[src/logic/smb_regs.svh]
`ifndef SMB_REGS_SVH
`define SMB_REGS_SVH
//------------------------------------------------------------
// Notes on behaviour
//------------------------------------------------------------
// Notes on behaviour
// [RULE_01] accept global and local memory requests
// [RULE_02] alternate priority between global and local
// [RULE_03] nearest local requester wins among locals
// [RULE_04] self refresh when master refresh missing
// [RULE_05] keep serving locals without master
// [RULE_06] power failure interrupt level 13/14
// [RULE_07] critical switch on gives 14, else 13
// [RULE_08] capture failing address and error status
// [RULE_09] master reads status, address, limits, test
// [RULE_10] master writes control word and test data
// [RULE_11] io-only bank acts as transparent extension
// [RULE_12] only in-window source accesses reach bank
// [RULE_13] local = source - lower + base
// [RULE_14] base step is 64 Kwords
// [RULE_15] write parity checked only when enabled
// [RULE_16] read errors always flagged to source
// [RULE_17] odd parity per byte, both directions
// [RULE_18] 24-bit address, 16 data plus 2 parity
// [RULE_19] hold signal keeps bus for two cycles
// [RULE_20] address accepted pulse before next request
// [RULE_21] display lower, upper and base settings
// [RULE_22] window includes lower, excludes upper
// [RULE_23] held grant kept through following cycle

//------------------------------------------------------------
// register byte offsets
//------------------------------------------------------------
`define SMB_OFF_PES      12'h000
`define SMB_OFF_PEA      12'h004
`define SMB_OFF_LOWER    12'h008
`define SMB_OFF_UPPER    12'h00c
`define SMB_OFF_BASE     12'h010
`define SMB_OFF_TEST     12'h014
`define SMB_OFF_STATUS   12'h018
`define SMB_OFF_CTRL     12'h01c
`define SMB_OFF_TDATA    12'h020
// control word fields
`define SMB_CTRL_ERR_EN  0
`define SMB_CTRL_WPAR_EN 1
`define SMB_CTRL_CRIT    2
`define SMB_CTRL_IOONLY  3
// reset values
`define SMB_CTRL_RST     32'h0000_0000
`define SMB_LOWER_RST    8'h00
`define SMB_UPPER_RST    8'h00
`define SMB_BASE_RST     8'h00
// limit step is 64 Kwords = 2**16 words
`define SMB_STEP_SHIFT   16
// memory cycle length and refresh interval
`define SMB_CYC_NS       500
`define SMB_CLK_NS       20
`define SMB_CYC_CLKS     ((`SMB_CYC_NS) / (`SMB_CLK_NS))
`define SMB_REF_NS       15000
`define SMB_REF_CLKS     ((`SMB_REF_NS) / (`SMB_CLK_NS))
`define SMB_IRQ_LVL_LO   4'hd
`define SMB_IRQ_LVL_HI   4'he
`endif

[src/logic/smb_pkg.sv]
package smb_pkg;
  // one source access as presented at the port
  typedef struct packed {
    logic        req;
    logic        write;
    logic        hold;
    logic [23:0] addr;
    logic [17:0] data;
  } smb_src_type;
  // port answer to the source
  typedef struct packed {
    logic        addr_accepted;
    logic        data_done;
    logic        par_err;
    logic [17:0] data;
  } smb_ans_type;
  // error capture status
  typedef struct packed {
    logic       valid;
    logic       write_par;
    logic       read_multi;
    logic       from_global;
  } smb_pes_type;
endpackage

[src/logic/smb_bank.sv]
`include "smb_regs.svh"
// shared memory bank controller with one memory port
module smb_bank (
  input  wire logic                  i_clk,
  input  wire logic                  i_rst,
  // axi4-lite slave
  input  wire logic [11:0]           i_awaddr,
  input  wire logic                  i_awvalid,
  output logic                       o_awready,
  input  wire logic [31:0]           i_wdata,
  input  wire logic [3:0]            i_wstrb,
  input  wire logic                  i_wvalid,
  output logic                       o_wready,
  output logic [1:0]                 o_bresp,
  output logic                       o_bvalid,
  input  wire logic                  i_bready,
  input  wire logic [11:0]           i_araddr,
  input  wire logic                  i_arvalid,
  output logic                       o_arready,
  output logic [31:0]                o_rdata,
  output logic [1:0]                 o_rresp,
  output logic                       o_rvalid,
  input  wire logic                  i_rready,
  // global request from master bus driver
  input  wire logic                  i_global_req,
  input  wire logic [23:0]           i_global_addr,
  input  wire logic                  i_master_refresh,
  output logic                       o_global_gnt,
  // memory source through the port
  input  wire smb_pkg::smb_src_type  i_src,
  output smb_pkg::smb_ans_type       o_ans,
  // local dma requesters, bit 0 nearest the controller
  input  wire logic [3:0]            i_dma_req,
  output logic [3:0]                 o_dma_gnt,
  // memory side
  output logic                       o_mem_cyc,
  output logic                       o_mem_write,
  output logic                       o_mem_refresh,
  output logic [23:0]                o_mem_addr,
  output logic [17:0]                o_mem_wdata,
  input  wire logic [17:0]           i_mem_rdata,
  input  wire logic                  i_mem_multi_err,
  // power and interrupts
  input  wire logic                  i_power_fail,
  output logic [3:0]                 o_irq_level,
  output logic                       o_irq,
  output logic                       o_transparent,
  output logic [23:0]                o_display
);
  import smb_pkg::*;

  //----------------------------------------------------------
  // state types
  //----------------------------------------------------------
  typedef enum logic [2:0] {
    ST_IDLE = 3'b001,
    ST_CYC  = 3'b010,
    ST_DONE = 3'b100
  } smb_st_type;

  // requester identities
  localparam logic [2:0] WHO_GLB = 3'h0;
  localparam logic [2:0] WHO_PORT = 3'h1;
  localparam logic [2:0] WHO_DMA = 3'h2;
  localparam logic [2:0] WHO_REF = 3'h3;
  localparam int CYC_CLKS = `SMB_CYC_CLKS;
  localparam int REF_CLKS = `SMB_REF_CLKS;

  //----------------------------------------------------------
  // functions
  //----------------------------------------------------------
  // odd parity for one byte: parity bit makes ones count odd
  function automatic logic odd_par(input logic [7:0] b);
    odd_par = ~(^b);
  endfunction
  // check both byte parities of an 18-bit word
  function automatic logic par_bad(input logic [17:0] w);
    par_bad = (w[16] != odd_par(w[7:0])) || (w[17] != odd_par(w[15:8]));
  endfunction

  //----------------------------------------------------------
  // registers
  //----------------------------------------------------------
  logic [31:0] ctrl_r;         // control word
  logic [31:0] tdata_r;        // test data
  logic [7:0]  lower_r;        // lower limit, 64 kword units
  logic [7:0]  upper_r;        // upper limit
  logic [7:0]  base_r;         // base limit
  smb_pes_type pes_r;          // error status
  logic [23:0] pea_r;          // error address
  smb_st_type  st_r;           // memory cycle state
  logic [2:0]  who_r;          // current owner
  logic [3:0]  dma_sel_r;      // granted dma one-hot
  logic [5:0]  cnt_r;          // cycle counter
  logic [13:0] ref_cnt_r;      // refresh interval counter
  logic        prio_glb_r;     // global has priority next
  logic        lock_r;         // held second cycle pending
  logic [23:0] cyc_addr_r;     // address of current cycle
  logic        cyc_wr_r;       // current cycle writes
  logic        port_busy_r;    // port access accepted, waiting

  //----------------------------------------------------------
  // address window and translation
  //----------------------------------------------------------
  wire [23:0] lo_addr   = {lower_r, 16'h0000};  // [RULE_14]
  wire [23:0] up_addr   = {upper_r, 16'h0000};
  wire [23:0] base_addr = {base_r, 16'h0000};
  wire in_win = (i_src.addr >= lo_addr) && (i_src.addr < up_addr); // [RULE_12] [RULE_22]
  wire [23:0] port_local = i_src.addr - lo_addr + base_addr;       // [RULE_13]
  wire port_req = i_src.req && in_win && !port_busy_r && !ctrl_r[`SMB_CTRL_IOONLY];
  wire glb_req  = i_global_req && !ctrl_r[`SMB_CTRL_IOONLY];       // [RULE_11]
  wire dma_any  = |i_dma_req;
  wire loc_req  = port_req || dma_any;                             // [RULE_01]
  // nearest requester first: port sits closest, then dma bit 0
  wire [3:0] dma_pick = i_dma_req & (~i_dma_req + 4'h1);           // [RULE_03]
  wire ref_due = (ref_cnt_r == '0);                                // [RULE_04]
  wire take_glb = glb_req && (prio_glb_r || !loc_req);             // [RULE_02]
  wire cyc_end  = (st_r == ST_CYC) && (cnt_r == 6'(CYC_CLKS - 1));
  wire wpar_err = cyc_wr_r && (who_r == WHO_PORT) &&
                  ctrl_r[`SMB_CTRL_WPAR_EN] && par_bad(o_mem_wdata); // [RULE_15]
  wire rd_err   = !cyc_wr_r && i_mem_multi_err;                    // [RULE_16]

  //----------------------------------------------------------
  // axi4-lite decode
  //----------------------------------------------------------
  wire wr_go = i_awvalid && i_wvalid && !o_bvalid;
  wire rd_go = i_arvalid && !o_rvalid;
  wire [11:0] rwa = i_araddr;
  wire rd_hit = (rwa <= `SMB_OFF_TDATA) && (rwa[1:0] == 2'b00);
  wire wr_hit = (i_awaddr == `SMB_OFF_CTRL) || (i_awaddr == `SMB_OFF_TDATA) ||
                (i_awaddr == `SMB_OFF_LOWER) || (i_awaddr == `SMB_OFF_UPPER) ||
                (i_awaddr == `SMB_OFF_BASE);
  logic [31:0] rd_mux;
  always_comb begin
    // read data select
    unique case (rwa)
      `SMB_OFF_PES:    rd_mux = {28'h0, pes_r};                     // [RULE_09]
      `SMB_OFF_PEA:    rd_mux = {8'h00, pea_r};
      `SMB_OFF_LOWER:  rd_mux = {24'h0, lower_r};
      `SMB_OFF_UPPER:  rd_mux = {24'h0, upper_r};
      `SMB_OFF_BASE:   rd_mux = {24'h0, base_r};
      `SMB_OFF_TEST:   rd_mux = tdata_r;
      `SMB_OFF_STATUS: rd_mux = {26'h0, st_r, prio_glb_r, lock_r, i_power_fail};
      `SMB_OFF_CTRL:   rd_mux = ctrl_r;
      default:         rd_mux = 32'h0000_0000;
    endcase
  end
  // byte-lane merge for writes
  function automatic logic [31:0] merge(input logic [31:0] o, input logic [31:0] n,
                                        input logic [3:0] s);
    for (int i = 0; i < 4; i++) merge[i*8 +: 8] = s[i] ? n[i*8 +: 8] : o[i*8 +: 8];
  endfunction

  //----------------------------------------------------------
  // bus slave
  //----------------------------------------------------------
  always_ff @(posedge i_clk) begin
    if (i_rst) begin
      o_awready <= 1'b0;
      o_wready  <= 1'b0;
      o_bvalid  <= 1'b0;
      o_bresp   <= 2'b00;
      o_arready <= 1'b0;
      o_rvalid  <= 1'b0;
      o_rresp   <= 2'b00;
      o_rdata   <= 32'h0000_0000;
      ctrl_r    <= `SMB_CTRL_RST;
      tdata_r   <= 32'h0000_0000;
      lower_r   <= `SMB_LOWER_RST;
      upper_r   <= `SMB_UPPER_RST;
      base_r    <= `SMB_BASE_RST;
    end else begin
      o_awready <= wr_go && !o_awready;
      o_wready  <= wr_go && !o_wready;
      o_arready <= rd_go && !o_arready;
      if (wr_go && !o_awready) begin
        // write taken with both address and data present
        o_bvalid <= 1'b1;
        o_bresp  <= wr_hit ? 2'b00 : 2'b10;
        if (i_awaddr == `SMB_OFF_CTRL) ctrl_r <= merge(ctrl_r, i_wdata, i_wstrb);   // [RULE_10]
        if (i_awaddr == `SMB_OFF_TDATA) tdata_r <= merge(tdata_r, i_wdata, i_wstrb); // [RULE_10]
        if (i_awaddr == `SMB_OFF_LOWER && i_wstrb[0]) lower_r <= i_wdata[7:0];
        if (i_awaddr == `SMB_OFF_UPPER && i_wstrb[0]) upper_r <= i_wdata[7:0];
        if (i_awaddr == `SMB_OFF_BASE && i_wstrb[0]) base_r <= i_wdata[7:0];
      end else if (o_bvalid && i_bready) begin
        o_bvalid <= 1'b0;
      end
      if (rd_go && !o_arready) begin
        o_rvalid <= 1'b1;
        o_rdata  <= rd_mux;
        o_rresp  <= rd_hit ? 2'b00 : 2'b10;
      end else if (o_rvalid && i_rready) begin
        o_rvalid <= 1'b0;
      end
    end
  end

  //----------------------------------------------------------
  // arbiter and memory cycle sequencer
  //----------------------------------------------------------
  always_ff @(posedge i_clk) begin
    if (i_rst) begin
      st_r          <= ST_IDLE;
      who_r         <= WHO_GLB;
      dma_sel_r     <= 4'h0;
      cnt_r         <= 6'h00;
      ref_cnt_r     <= 14'(REF_CLKS - 1);
      prio_glb_r    <= 1'b0;
      lock_r        <= 1'b0;
      cyc_addr_r    <= 24'h000000;
      cyc_wr_r      <= 1'b0;
      port_busy_r   <= 1'b0;
      o_global_gnt  <= 1'b0;
      o_dma_gnt     <= 4'h0;
      o_mem_cyc     <= 1'b0;
      o_mem_write   <= 1'b0;
      o_mem_refresh <= 1'b0;
      o_mem_addr    <= 24'h000000;
      o_mem_wdata   <= 18'h00000;
      o_ans         <= '0;
      pes_r         <= '0;
      pea_r         <= 24'h000000;
    end else begin
      // refresh timer restarts on master refresh or on expiry while idle, holds at zero when expired outside idle, else runs down
      if (i_master_refresh || (st_r == ST_IDLE && ref_due)) ref_cnt_r <= 14'(REF_CLKS - 1);
      else if (!ref_due) ref_cnt_r <= ref_cnt_r - 14'h0001;               // [RULE_04]
      o_ans.addr_accepted <= 1'b0;
      o_ans.data_done     <= 1'b0;
      if (!i_src.req) port_busy_r <= 1'b0;
      unique case (st_r)
        ST_IDLE: begin
          // pick a requester; a held port keeps its grant
          st_r  <= ST_CYC;
          cnt_r <= 6'h00;
          if (lock_r && port_req) begin                                    // [RULE_23] [RULE_19]
            who_r <= WHO_PORT;
          end else if (ref_due && !i_master_refresh) begin                 // [RULE_05]
            who_r <= WHO_REF;
            o_mem_refresh <= 1'b1;
          end else if (take_glb && !lock_r) begin
            who_r        <= WHO_GLB;
            cyc_addr_r   <= i_global_addr;
            o_global_gnt <= 1'b1;
            prio_glb_r   <= 1'b0;                                          // [RULE_02]
          end else if (port_req && !lock_r) begin
            who_r      <= WHO_PORT;
            prio_glb_r <= 1'b1;
          end else if (dma_any && !lock_r) begin
            who_r      <= WHO_DMA;
            dma_sel_r  <= dma_pick;                                        // [RULE_03]
            o_dma_gnt  <= dma_pick;
            prio_glb_r <= 1'b1;
          end else begin
            st_r <= ST_IDLE;
          end
          if ((lock_r || !(ref_due && !i_master_refresh) && !take_glb) && port_req) begin
            cyc_addr_r          <= port_local;
            cyc_wr_r            <= i_src.write;
            o_mem_wdata         <= i_src.data;                             // [RULE_18]
            port_busy_r         <= 1'b1;
            o_ans.addr_accepted <= 1'b1;                                   // [RULE_20]
            lock_r              <= i_src.hold && !lock_r;                  // [RULE_19]
          end else if (!(lock_r && port_req)) begin
            cyc_wr_r <= 1'b0;
            // a held lock ends when the source drops its hold or when its held second cycle is taken
            if (!i_src.hold) lock_r <= 1'b0;                               // [RULE_19]
          end
          o_mem_cyc   <= 1'b0;
        end
        ST_CYC: begin
          // drive the memory for one cycle time
          o_mem_cyc   <= (who_r != WHO_REF);
          o_mem_write <= cyc_wr_r;
          o_mem_addr  <= cyc_addr_r;
          cnt_r       <= cnt_r + 6'h01;
          if (cyc_end) st_r <= ST_DONE;
        end
        ST_DONE: begin
          // finish: answer the port, record errors
          if (who_r == WHO_PORT) begin
            o_ans.data_done <= 1'b1;
            o_ans.par_err   <= rd_err || wpar_err;                         // [RULE_16]
            o_ans.data      <= i_mem_rdata;                                // [RULE_17]
          end
          if ((wpar_err || rd_err) && !pes_r.valid) begin
            pes_r <= '{valid: 1'b1, write_par: wpar_err, read_multi: rd_err,
                       from_global: (who_r == WHO_GLB)};                   // [RULE_08]
            pea_r <= cyc_addr_r;
          end
          o_global_gnt  <= 1'b0;
          o_dma_gnt     <= 4'h0;
          dma_sel_r     <= 4'h0;
          o_mem_cyc     <= 1'b0;
          o_mem_refresh <= 1'b0;
          st_r          <= ST_IDLE;
        end
      endcase
    end
  end

  //----------------------------------------------------------
  // interrupt, display and transparency outputs
  //----------------------------------------------------------
  always_ff @(posedge i_clk) begin
    if (i_rst) begin
      o_irq         <= 1'b0;
      o_irq_level   <= 4'h0;
      o_transparent <= 1'b0;
      o_display     <= 24'h000000;
    end else begin
      o_transparent <= ctrl_r[`SMB_CTRL_IOONLY];                           // [RULE_11]
      o_display     <= {lower_r, upper_r, base_r};                         // [RULE_21]
      if (i_power_fail) begin
        o_irq       <= 1'b1;
        o_irq_level <= ctrl_r[`SMB_CTRL_CRIT] ? `SMB_IRQ_LVL_HI : `SMB_IRQ_LVL_LO; // [RULE_06] [RULE_07]
      end else if (pes_r.valid && ctrl_r[`SMB_CTRL_ERR_EN]) begin
        o_irq       <= 1'b1;
        o_irq_level <= `SMB_IRQ_LVL_LO;                                    // [RULE_08]
      end else begin
        o_irq       <= 1'b0;
        o_irq_level <= 4'h0;
      end
    end
  end

  //----------------------------------------------------------
  // assertions
  //----------------------------------------------------------
  pf_level_a: assert property (@(posedge i_clk) disable iff (i_rst) // [RULE_07]
    i_power_fail |=> o_irq && o_irq_level == ($past(ctrl_r[`SMB_CTRL_CRIT]) ? 4'he : 4'hd))
    else $error("power fail level wrong");
  accept_win_a: assert property (@(posedge i_clk) disable iff (i_rst) // [RULE_22]
    $rose(o_ans.addr_accepted) |-> $past(in_win))
    else $error("out of window access accepted");
  trans_addr_a: assert property (@(posedge i_clk) disable iff (i_rst) // [RULE_13]
    (st_r == ST_IDLE && o_ans.addr_accepted == 1'b0 && port_req && !take_glb && !ref_due)
    |=> cyc_addr_r == $past(port_local))
    else $error("local address wrong");
  done_after_a: assert property (@(posedge i_clk) disable iff (i_rst) // [RULE_20]
    o_ans.addr_accepted |-> ##[1:40] o_ans.data_done)
    else $error("no data done after accept");
  dma_onehot_a: assert property (@(posedge i_clk) disable iff (i_rst) // [RULE_03]
    $onehot0(o_dma_gnt))
    else $error("several dma grants");
  rd_err_a: assert property (@(posedge i_clk) disable iff (i_rst) // [RULE_16]
    (st_r == ST_DONE && who_r == WHO_PORT && rd_err) |=> o_ans.par_err)
    else $error("read error not flagged");
  err_cap_a: assert property (@(posedge i_clk) disable iff (i_rst) // [RULE_08]
    (st_r == ST_DONE && (rd_err || wpar_err)) |=> pes_r.valid)
    else $error("error not captured");
  display_a: assert property (@(posedge i_clk) disable iff (i_rst) // [RULE_21]
    ##1 o_display == $past({lower_r, upper_r, base_r}))
    else $error("display stale");
  lock_hold_a: assert property (@(posedge i_clk) disable iff (i_rst) // [RULE_23]
    (st_r == ST_IDLE && lock_r) |=> !o_global_gnt && o_dma_gnt == 4'h0)
    else $error("held grant lost");
endmodule

[config.mk]
export PLATFORM = sky130hd
export DESIGN_NAME = smb_bank
export DESIGN_NICKNAME = d
export VERILOG_FILES = /design/src/logic/smb_pkg.sv /design/src/logic/smb_bank.sv
export VERILOG_INCLUDE_DIRS = /design/src /design/src/logic
export SDC_FILE = /design/constraint.sdc
export NUM_CORES = 1
export LEC_CHECK = 0
export ABC_AREA = 1
export BUFFER_PORTS_ARGS = -buffer_cell sky130_fd_sc_hd__clkbuf_2
export CORE_ASPECT_RATIO = 1.75
export CORE_UTILIZATION = 25
export CTS_BUF_LIST = sky130_fd_sc_hd__clkbuf_4 sky130_fd_sc_hd__clkbuf_8
export CTS_CLUSTER_SIZE = 24
export DETAILED_ROUTE_END_ITERATION = 8
export GPL_TIMING_DRIVEN = 0
export SLEW_MARGIN = 15
export SYNTH_ARGS = -nofsm -noshare
export SYNTH_HDL_FRONTEND = slang
export SYNTH_SLANG_ARGS = --single-unit
[constraint.sdc]
create_clock -name i_clk -period 6.2 [get_ports i_clk]
set_input_delay 1.24 -clock i_clk [delete_from_list [all_inputs] [get_ports i_clk]]
set_output_delay 1.24 -clock i_clk [all_outputs]
set_load 0.005 [all_outputs]
==> results of run 1 <==
[critical path: stages]
cell	delay, ns
clkbuf_2	0.11
ha_1	0.34
nand2_1	0.11
nor2_1	0.06
and2_1	0.13
nand2_1	0.06
nand3_1	0.11
nand2_2	0.15
nand2_1	0.06
nand2_1	0.10
nand3_2	0.21
nand2_1	0.20
clkbuf_1	0.39
o21ai_0	0.31
nor2_1	0.26
nor2_1	0.06
[stage by stage]
| stage | util | instance area [sq um] | hold slack (ns) | total power [mW] | setup WS (ns) |
|---|---|---|---|---|---|
| 6_report | 0.3133 | 17910 | 0.4348 | 4.333 | 2.824 |
| 5_1_grt | 0.3133 | 17910 | 0.4526 | 4.498 | 2.660 |
| 4_1_cts | 0.3129 | 17900 | 0.4327 | 4.364 | 2.737 |
| 3_5_place_dp | 0.2965 | 16960 | 0.4244 | 2.592 | 2.106 |
| 3_3_place_gp | 0.2965 | 16960 | 0.4115 | 2.590 | 2.160 |
| 2_1_floorplan | - | 14490 | 0.4237 | 2.359 | 2.990 |
[worst min path at each step]
stage	end	slack, ns	cells past startpoint
after global placement	o_wready$_SDFF_PP0_	0.41	1
after detailed placement	o_wready$_SDFF_PP0_	0.42	1
after CTS	o_wready$_SDFF_PP0_	0.43	1
after floorplan	o_wready$_SDFF_PP0_	0.42	1
after global routing	o_wready$_SDFF_PP0_	0.45	1
final	o_wready$_SDFF_PP0_	0.43	1
[flip-flops by register name (all words and copies together) (netlist names), 6 cells and up]
register	flops
cnt_r	6
o_display	24
tdata_r	32
upper_r	8
o_ans	21
pea_r	24
cyc_addr_r	24
ref_cnt_r	14
o_mem_wdata	18
base_r	8
lower_r	8
o_rdata	32
o_mem_addr	24
ctrl_r	32
[metal layers]
layer / vias to the layer above / global-route usage
li1: 7278 / -
met1: 6587 / 0.1834
met2: 492 / 0.3483
met3: 194 / 0.04269
met4: 4 / 0.1585
met5: - / 0
[placed cells by master, fill, tap and decap left out, types with 47 or more instances in the layout]
cell and instances:
clkbuf_2 301, dfxtp_1 307, ha_1 47, clkbuf_1 59, o21ai_0 191, a21oi_1 165, inv_1 222, nand3_1 50
nand2_1 371, clkbuf_8 54, nor2_1 353
[where the power goes]
part           switching [mW]  total [mW]  internal, mW
sequential             0.0321        2.04          2.01
combinational           0.329       0.504         0.175
clock                   0.842        1.78         0.943
total                    1.20        4.33          3.13
[cells by family after synthesis]
kind of cell / synth area share
buffers and inverters: 0.08654
XOR/XNOR: 0.01874
AO/OA/AOI/OAI: 0.1621
AND/OR/NAND/NOR: 0.2578
other: 0.0002589
flip-flops: 0.4243
adder cells (fa/ha/maj): 0.05027
[area by class of cell]
class / instances / area [sq um] / share of cell area
Clock buffer: 58 / 773.2 / 0.04317
Antenna cell: 7 / 17.52 / 0.0009779
Clock inverter: 15 / 166.4 / 0.009290
Buffer: 88 / 397.9 / 0.02221
Multi-Input combinational cell: 1407 / 7091 / 0.3958
Sequential cell: 307 / 6146 / 0.3431
Timing Repair Buffer: 301 / 1506 / 0.08410
Tap cell: 767 / 959.7 / 0.05357
Inverter: 228 / 855.8 / 0.04778
==> metrics.txt, run 1 <==
vias per cell=4.580; final WL=57790 microns; TritonCTS clock tree=yes; crit end category=register; wl on met1=20170 microns; CTS sink count=307; synthesized cell area=0.01449 sq mm; Setup violations, final=0; Yosys warnings=0; RSZ-0062 raised after global routing=no; PD cells=241.9 mW/mm^2; sequential area share after synthesis=0.4243; gr ovfl total=0; Max Cap Viol=0; Worst R2R Start=lower_r[1]$_SDFFE_PP0P_; Layout area overhead=23.66%; worst slew pin tran=0.9869 ns; Final Hold Fails=0; die area=0.05895 sq mm; synthesized flop and latch total=307; WL met2=28990 microns; share of layout cells above drive strength 1=0.1768; gr usage total=0.1923; Post-synth EDFFs=0; Async S/R FF share, synth=0; Via Count=14560; clock latency on the worst-skew pair=0.64 ns; Data required, critical path=6.72 ns; Area contributors post-synth=dfxtp_1 42%, nand2_1 9.6%, nor2_1 9.1%; GP Congestion=0.9828; slew margin rel.=0.3421; core area=0.05718 sq mm; DR pass1 iterations=5; HPWL after DPL=46680 microns; critical path fanouts, max=10; Worst R2R Path Depth=16; chip height=320.4 microns; count leader, synth=nand2_1; Antenna Violating Nets Remaining=0; CP arrival=3.89 ns; Avg Cell Area, Syn=7.140 sq um; clock buffer count from CTS=45; Worst R2R End=cyc_addr_r[9]$_SDFFE_PP0P_; Post-Place Cells=3098; CTS Hold Bufs=0; Tcrit/Tclk final=0.5446; final std cells w/o fill=3178; DIE WIDTH=184.0 microns; Iteration-0 DRC Markers=764; Clock Skews=0.04073 ns; largest area contributor in the netlist=dfxtp_1; crit path time final=3.376 ns; NumNets Final=2594; largest net degree at the start of global routing=13; Synth cell types=54; most frequent cells after synthesis=371 x nand2_1, 353 x nor2_1, 307 x dfxtp_1; critical path launch point type=input pin; cells after synthesis=2029; worst vdd ir=0.0001026 V; status=completed; Hold WC Path Type=register to register; FMAX=296.2 MHz; Initial Utilization=0.2533; top sig layer=met5; post-synth top area share=0.4243; clk buf depth=3; max-slew violations=0; FP Rows=116; Clk pin slew, worst setup/hold paths=0.08 ns; wire length per cell=18.18 microns; DR WL met3=3662 microns; CP Capture Point=cyc_addr_r[9]$_SDFFE_PP0P_; vias in the first global route=14310; DRC=0; setup_tns=0 ns; Root Buffer=clkbuf_8; CP startpoint=i_src[41]; PostCTS Resize Cnt=0; boundary pin count=304; R2R setup slack=3.02 ns; first-pass GRT wire length=84120 microns; # fillers=6380; port bufs=301; H-Tree Depth=2; Hold Startpoint=o_wready$_SDFF_PP0_; initial antenna violation count=10; prevailing post-synth register cell=dfxtp_1; Leak=8.245 nW; postcts setup bufs=0; CP Class=input pin to register
(Power assumes the default switching activity.)
==> run 2: changes to the inputs <==
- clock period: 6.2 -> 2.9 ns (I/O delays scaled with it)
==> run 2 against run 1 <==
Die area unchanged; first-iteration DRC count down 4.6%; flip-flop and latch count unchanged; critical path depth fell by 2; wire length up 0.24%; combinational power is 120% higher; final cell count hardly changed; sequential power rose by 110%; count of clock-buffer cells in the layout is the same; critical path type is now register to register; critical endpoint unchanged.
==> metrics.txt, run 2 (same netlist as run 1, synthesis figures left out) <==
status=completed; wire length per cell=18.22 microns (+0.18%); vias in the first global route=14310 (+0.014%); FP Rows=116 (unchanged); critical path fanouts, max=10 (unchanged); CP Capture Point=cyc_addr_r[9]$_SDFFE_PP0P_; Hold WC Path Type=input pin to register; WP buf/inv=2 (unchanged); final WL=57920 microns (+0.24%); FMAX=358.4 MHz; clk buf depth=3 (unchanged); CTS sink count=307 (unchanged); CTS Hold Bufs=0 (unchanged); Final Hold Fails=0 (unchanged); max-slew violations=0 (unchanged); crit end category=register; commonest non-fill, non-tap cell in the layout=nand2_1; clock buffer count from CTS=45 (unchanged); slowest CP cell=dfxtp_1; Initial Utilization=0.2533 (unchanged); die area=0.05895 sq mm (unchanged); Worst R2R End=cyc_addr_r[9]$_SDFFE_PP0P_; worst-path cell chain=inv_1 -> ha_1 -> nand2_1 -> nor2_1 -> and2_1 -> nand2_1 -> nand3_1 -> nand2_2 -> a31oi_4 -> nand2_1 -> clkbuf_2 -> o21ai_1 -> nor2_1 -> nor2_1; most frequent cells in the layout=371 x nand2_1, 352 x nor2_1, 306 x dfxtp_1; gr ovfl total=0 (unchanged); critical path launch point type=register; TritonCTS clock tree=yes; post-layout util=0.3143 (+0.001006); HPWL after DPL=46680 microns (unchanged); Layout area overhead=24.05%; CP Class=register to register; core area=0.05718 sq mm (unchanged); gr usage total=0.1923 (unchanged); NumNets Final=2596 (+0.077%); Root Buffer=clkbuf_8; # fillers=6369 (-0.17%); R2R setup slack=0.11 ns (-2.91 ns); Worst R2R Path Depth=14 (-2); CP top delay family=simple AND/OR/NAND/NOR gates; H-Tree Depth=2 (unchanged); Worst R2R Start=lower_r[5]$_SDFFE_PP0P_; Via Count=14590 (+0.25%); Tcrit/Tclk final=0.9622; PD cells=516.2 mW/mm^2 (+110%); worst slew pin tran=0.9779 ns (-0.009067 ns); GP Congestion=0.9828 (unchanged); CP startpoint=lower_r[5]$_SDFFE_PP0P_; initial antenna violation count=10 (unchanged); largest net degree at the start of global routing=13 (unchanged); CP arrival=3.36 ns (-0.53 ns); first-pass GRT wire length=84120 microns (about the same); chip height=320.4 microns (unchanged); final worst setup slack=0.1097 ns (-2.714 ns); Data required, critical path=3.47 ns (-3.25 ns); Antenna Violating Nets Remaining=0 (unchanged); critical path's largest stage delay=0.39 ns (about the same); clock latency on the worst-skew pair=0.64 ns (about the same); Largest regs=ctrl_r x32, o_rdata x32, tdata_r x32; pre-CTS setup slack=-0.5342 ns (-2.640 ns); crit path time final=2.790 ns; critical path depth=14 (-2); Max Cap Viol=0 (unchanged); Clock Skews=0.04317 ns (+0.002438 ns); boundary pin count=304 (unchanged); DIE WIDTH=184.0 microns (unchanged); worst vdd ir=0.0002186 V (+110%); Clk pin slew, worst setup/hold paths=0.07 ns (about the same); share of layout cells above drive strength 1=0.1808 (+0.004009); Setup violations, final=0 (unchanged); DR pass1 iterations=6 (+1); vias per cell=4.589 (+0.19%); Iteration-0 DRC Markers=729 (-4.6%); slew margin rel.=0.3312 (-0.01081); DRC=0 (unchanged); port bufs=301 (unchanged); Leak=8.264 nW (+0.23%)
## run 2: cell count changes in the layout (fill, tap and decap cells not counted), sizes merged
cell / delta
clkinvlp: +1
clkinv: -1
clkbuf: +2
## run 2: area by class of cell
class / count / area (sq um) / share of cell area
diodes: 7 / 17.52 / 0.0009747
plain buffers: 88 / 404.1 / 0.02249
clock buffers: 58 / 773.2 / 0.04303
clock inverters: 15 / 166.4 / 0.009260
inverters: 228 / 860.8 / 0.04790
multi-input cells: 1407 / 7121 / 0.3962
flip-flops and latches: 307 / 6147 / 0.3421
well taps: 767 / 959.7 / 0.05340
repair buffers: 303 / 1521 / 0.08466
## run 2: what timing repair did
action                                  CTS  global route
buffers inserted                          0             2
resized for setup                         6            10
endpoints found under the setup margin   19            46
## run 2: power breakdown
part | switching, mW | internal, mW | leakage [nW]
clock network | 1.81 | 2.01 | 0.495
logic | 0.708 | 0.378 | 5.29
registers | 0.0696 | 4.30 | 2.48
total | 2.58 | 6.69 | 8.26
## run 2: routing by layer
metal  track usage  share of wire  vias up
met2        0.3483           0.50      490
met1        0.1834           0.35     6632
met5             0        0.00038        -
met4        0.1585          0.084        4
met3       0.04269          0.062      187
li1              -              -     7279
## run 2: per-stage QoR
stage / hold WS, ns / total power [mW] / std cells / cell area [sq um] / TNS, ns
after floorplan: 0.4237 / 5.044 / 2030 / 14490 / 0
final: 0.1779 / 9.276 / 3180 / 17970 / 0
after detailed placement: 0.4244 / 5.542 / 3098 / 16960 / -12.85
after global placement: 0.4115 / 5.538 / 3098 / 16960 / -11.98
after CTS: 0.1558 / 9.332 / 3171 / 17900 / -0.0002311
after global routing: 0.1831 / 9.627 / 3180 / 17970 / -0.1979
## run 2: worst min-delay path by stage
stage,startpoint,endpoint,slack (ns),depth (start not counted)
3_5_place_dp,o_wready$_SDFF_PP0_,o_wready$_SDFF_PP0_,0.42,1
2_1_floorplan,o_wready$_SDFF_PP0_,o_wready$_SDFF_PP0_,0.42,1
4_1_cts,i_mem_rdata[0],o_ans[0]$_SDFFE_PP0P_,0.16,3
5_1_grt,i_mem_rdata[9],o_ans[9]$_SDFFE_PP0P_,0.18,3
6_report,i_mem_rdata[17],o_ans[17]$_SDFFE_PP0P_,0.18,3
3_3_place_gp,o_wready$_SDFF_PP0_,o_wready$_SDFF_PP0_,0.41,1
## run 2: worst min-delay path, delay by kind of cell
| family | cells | cell delay (ns) |
|---|---|---|
| simple gates | 2 | 0.11 |
| buf+inv | 1 | 0.08 |
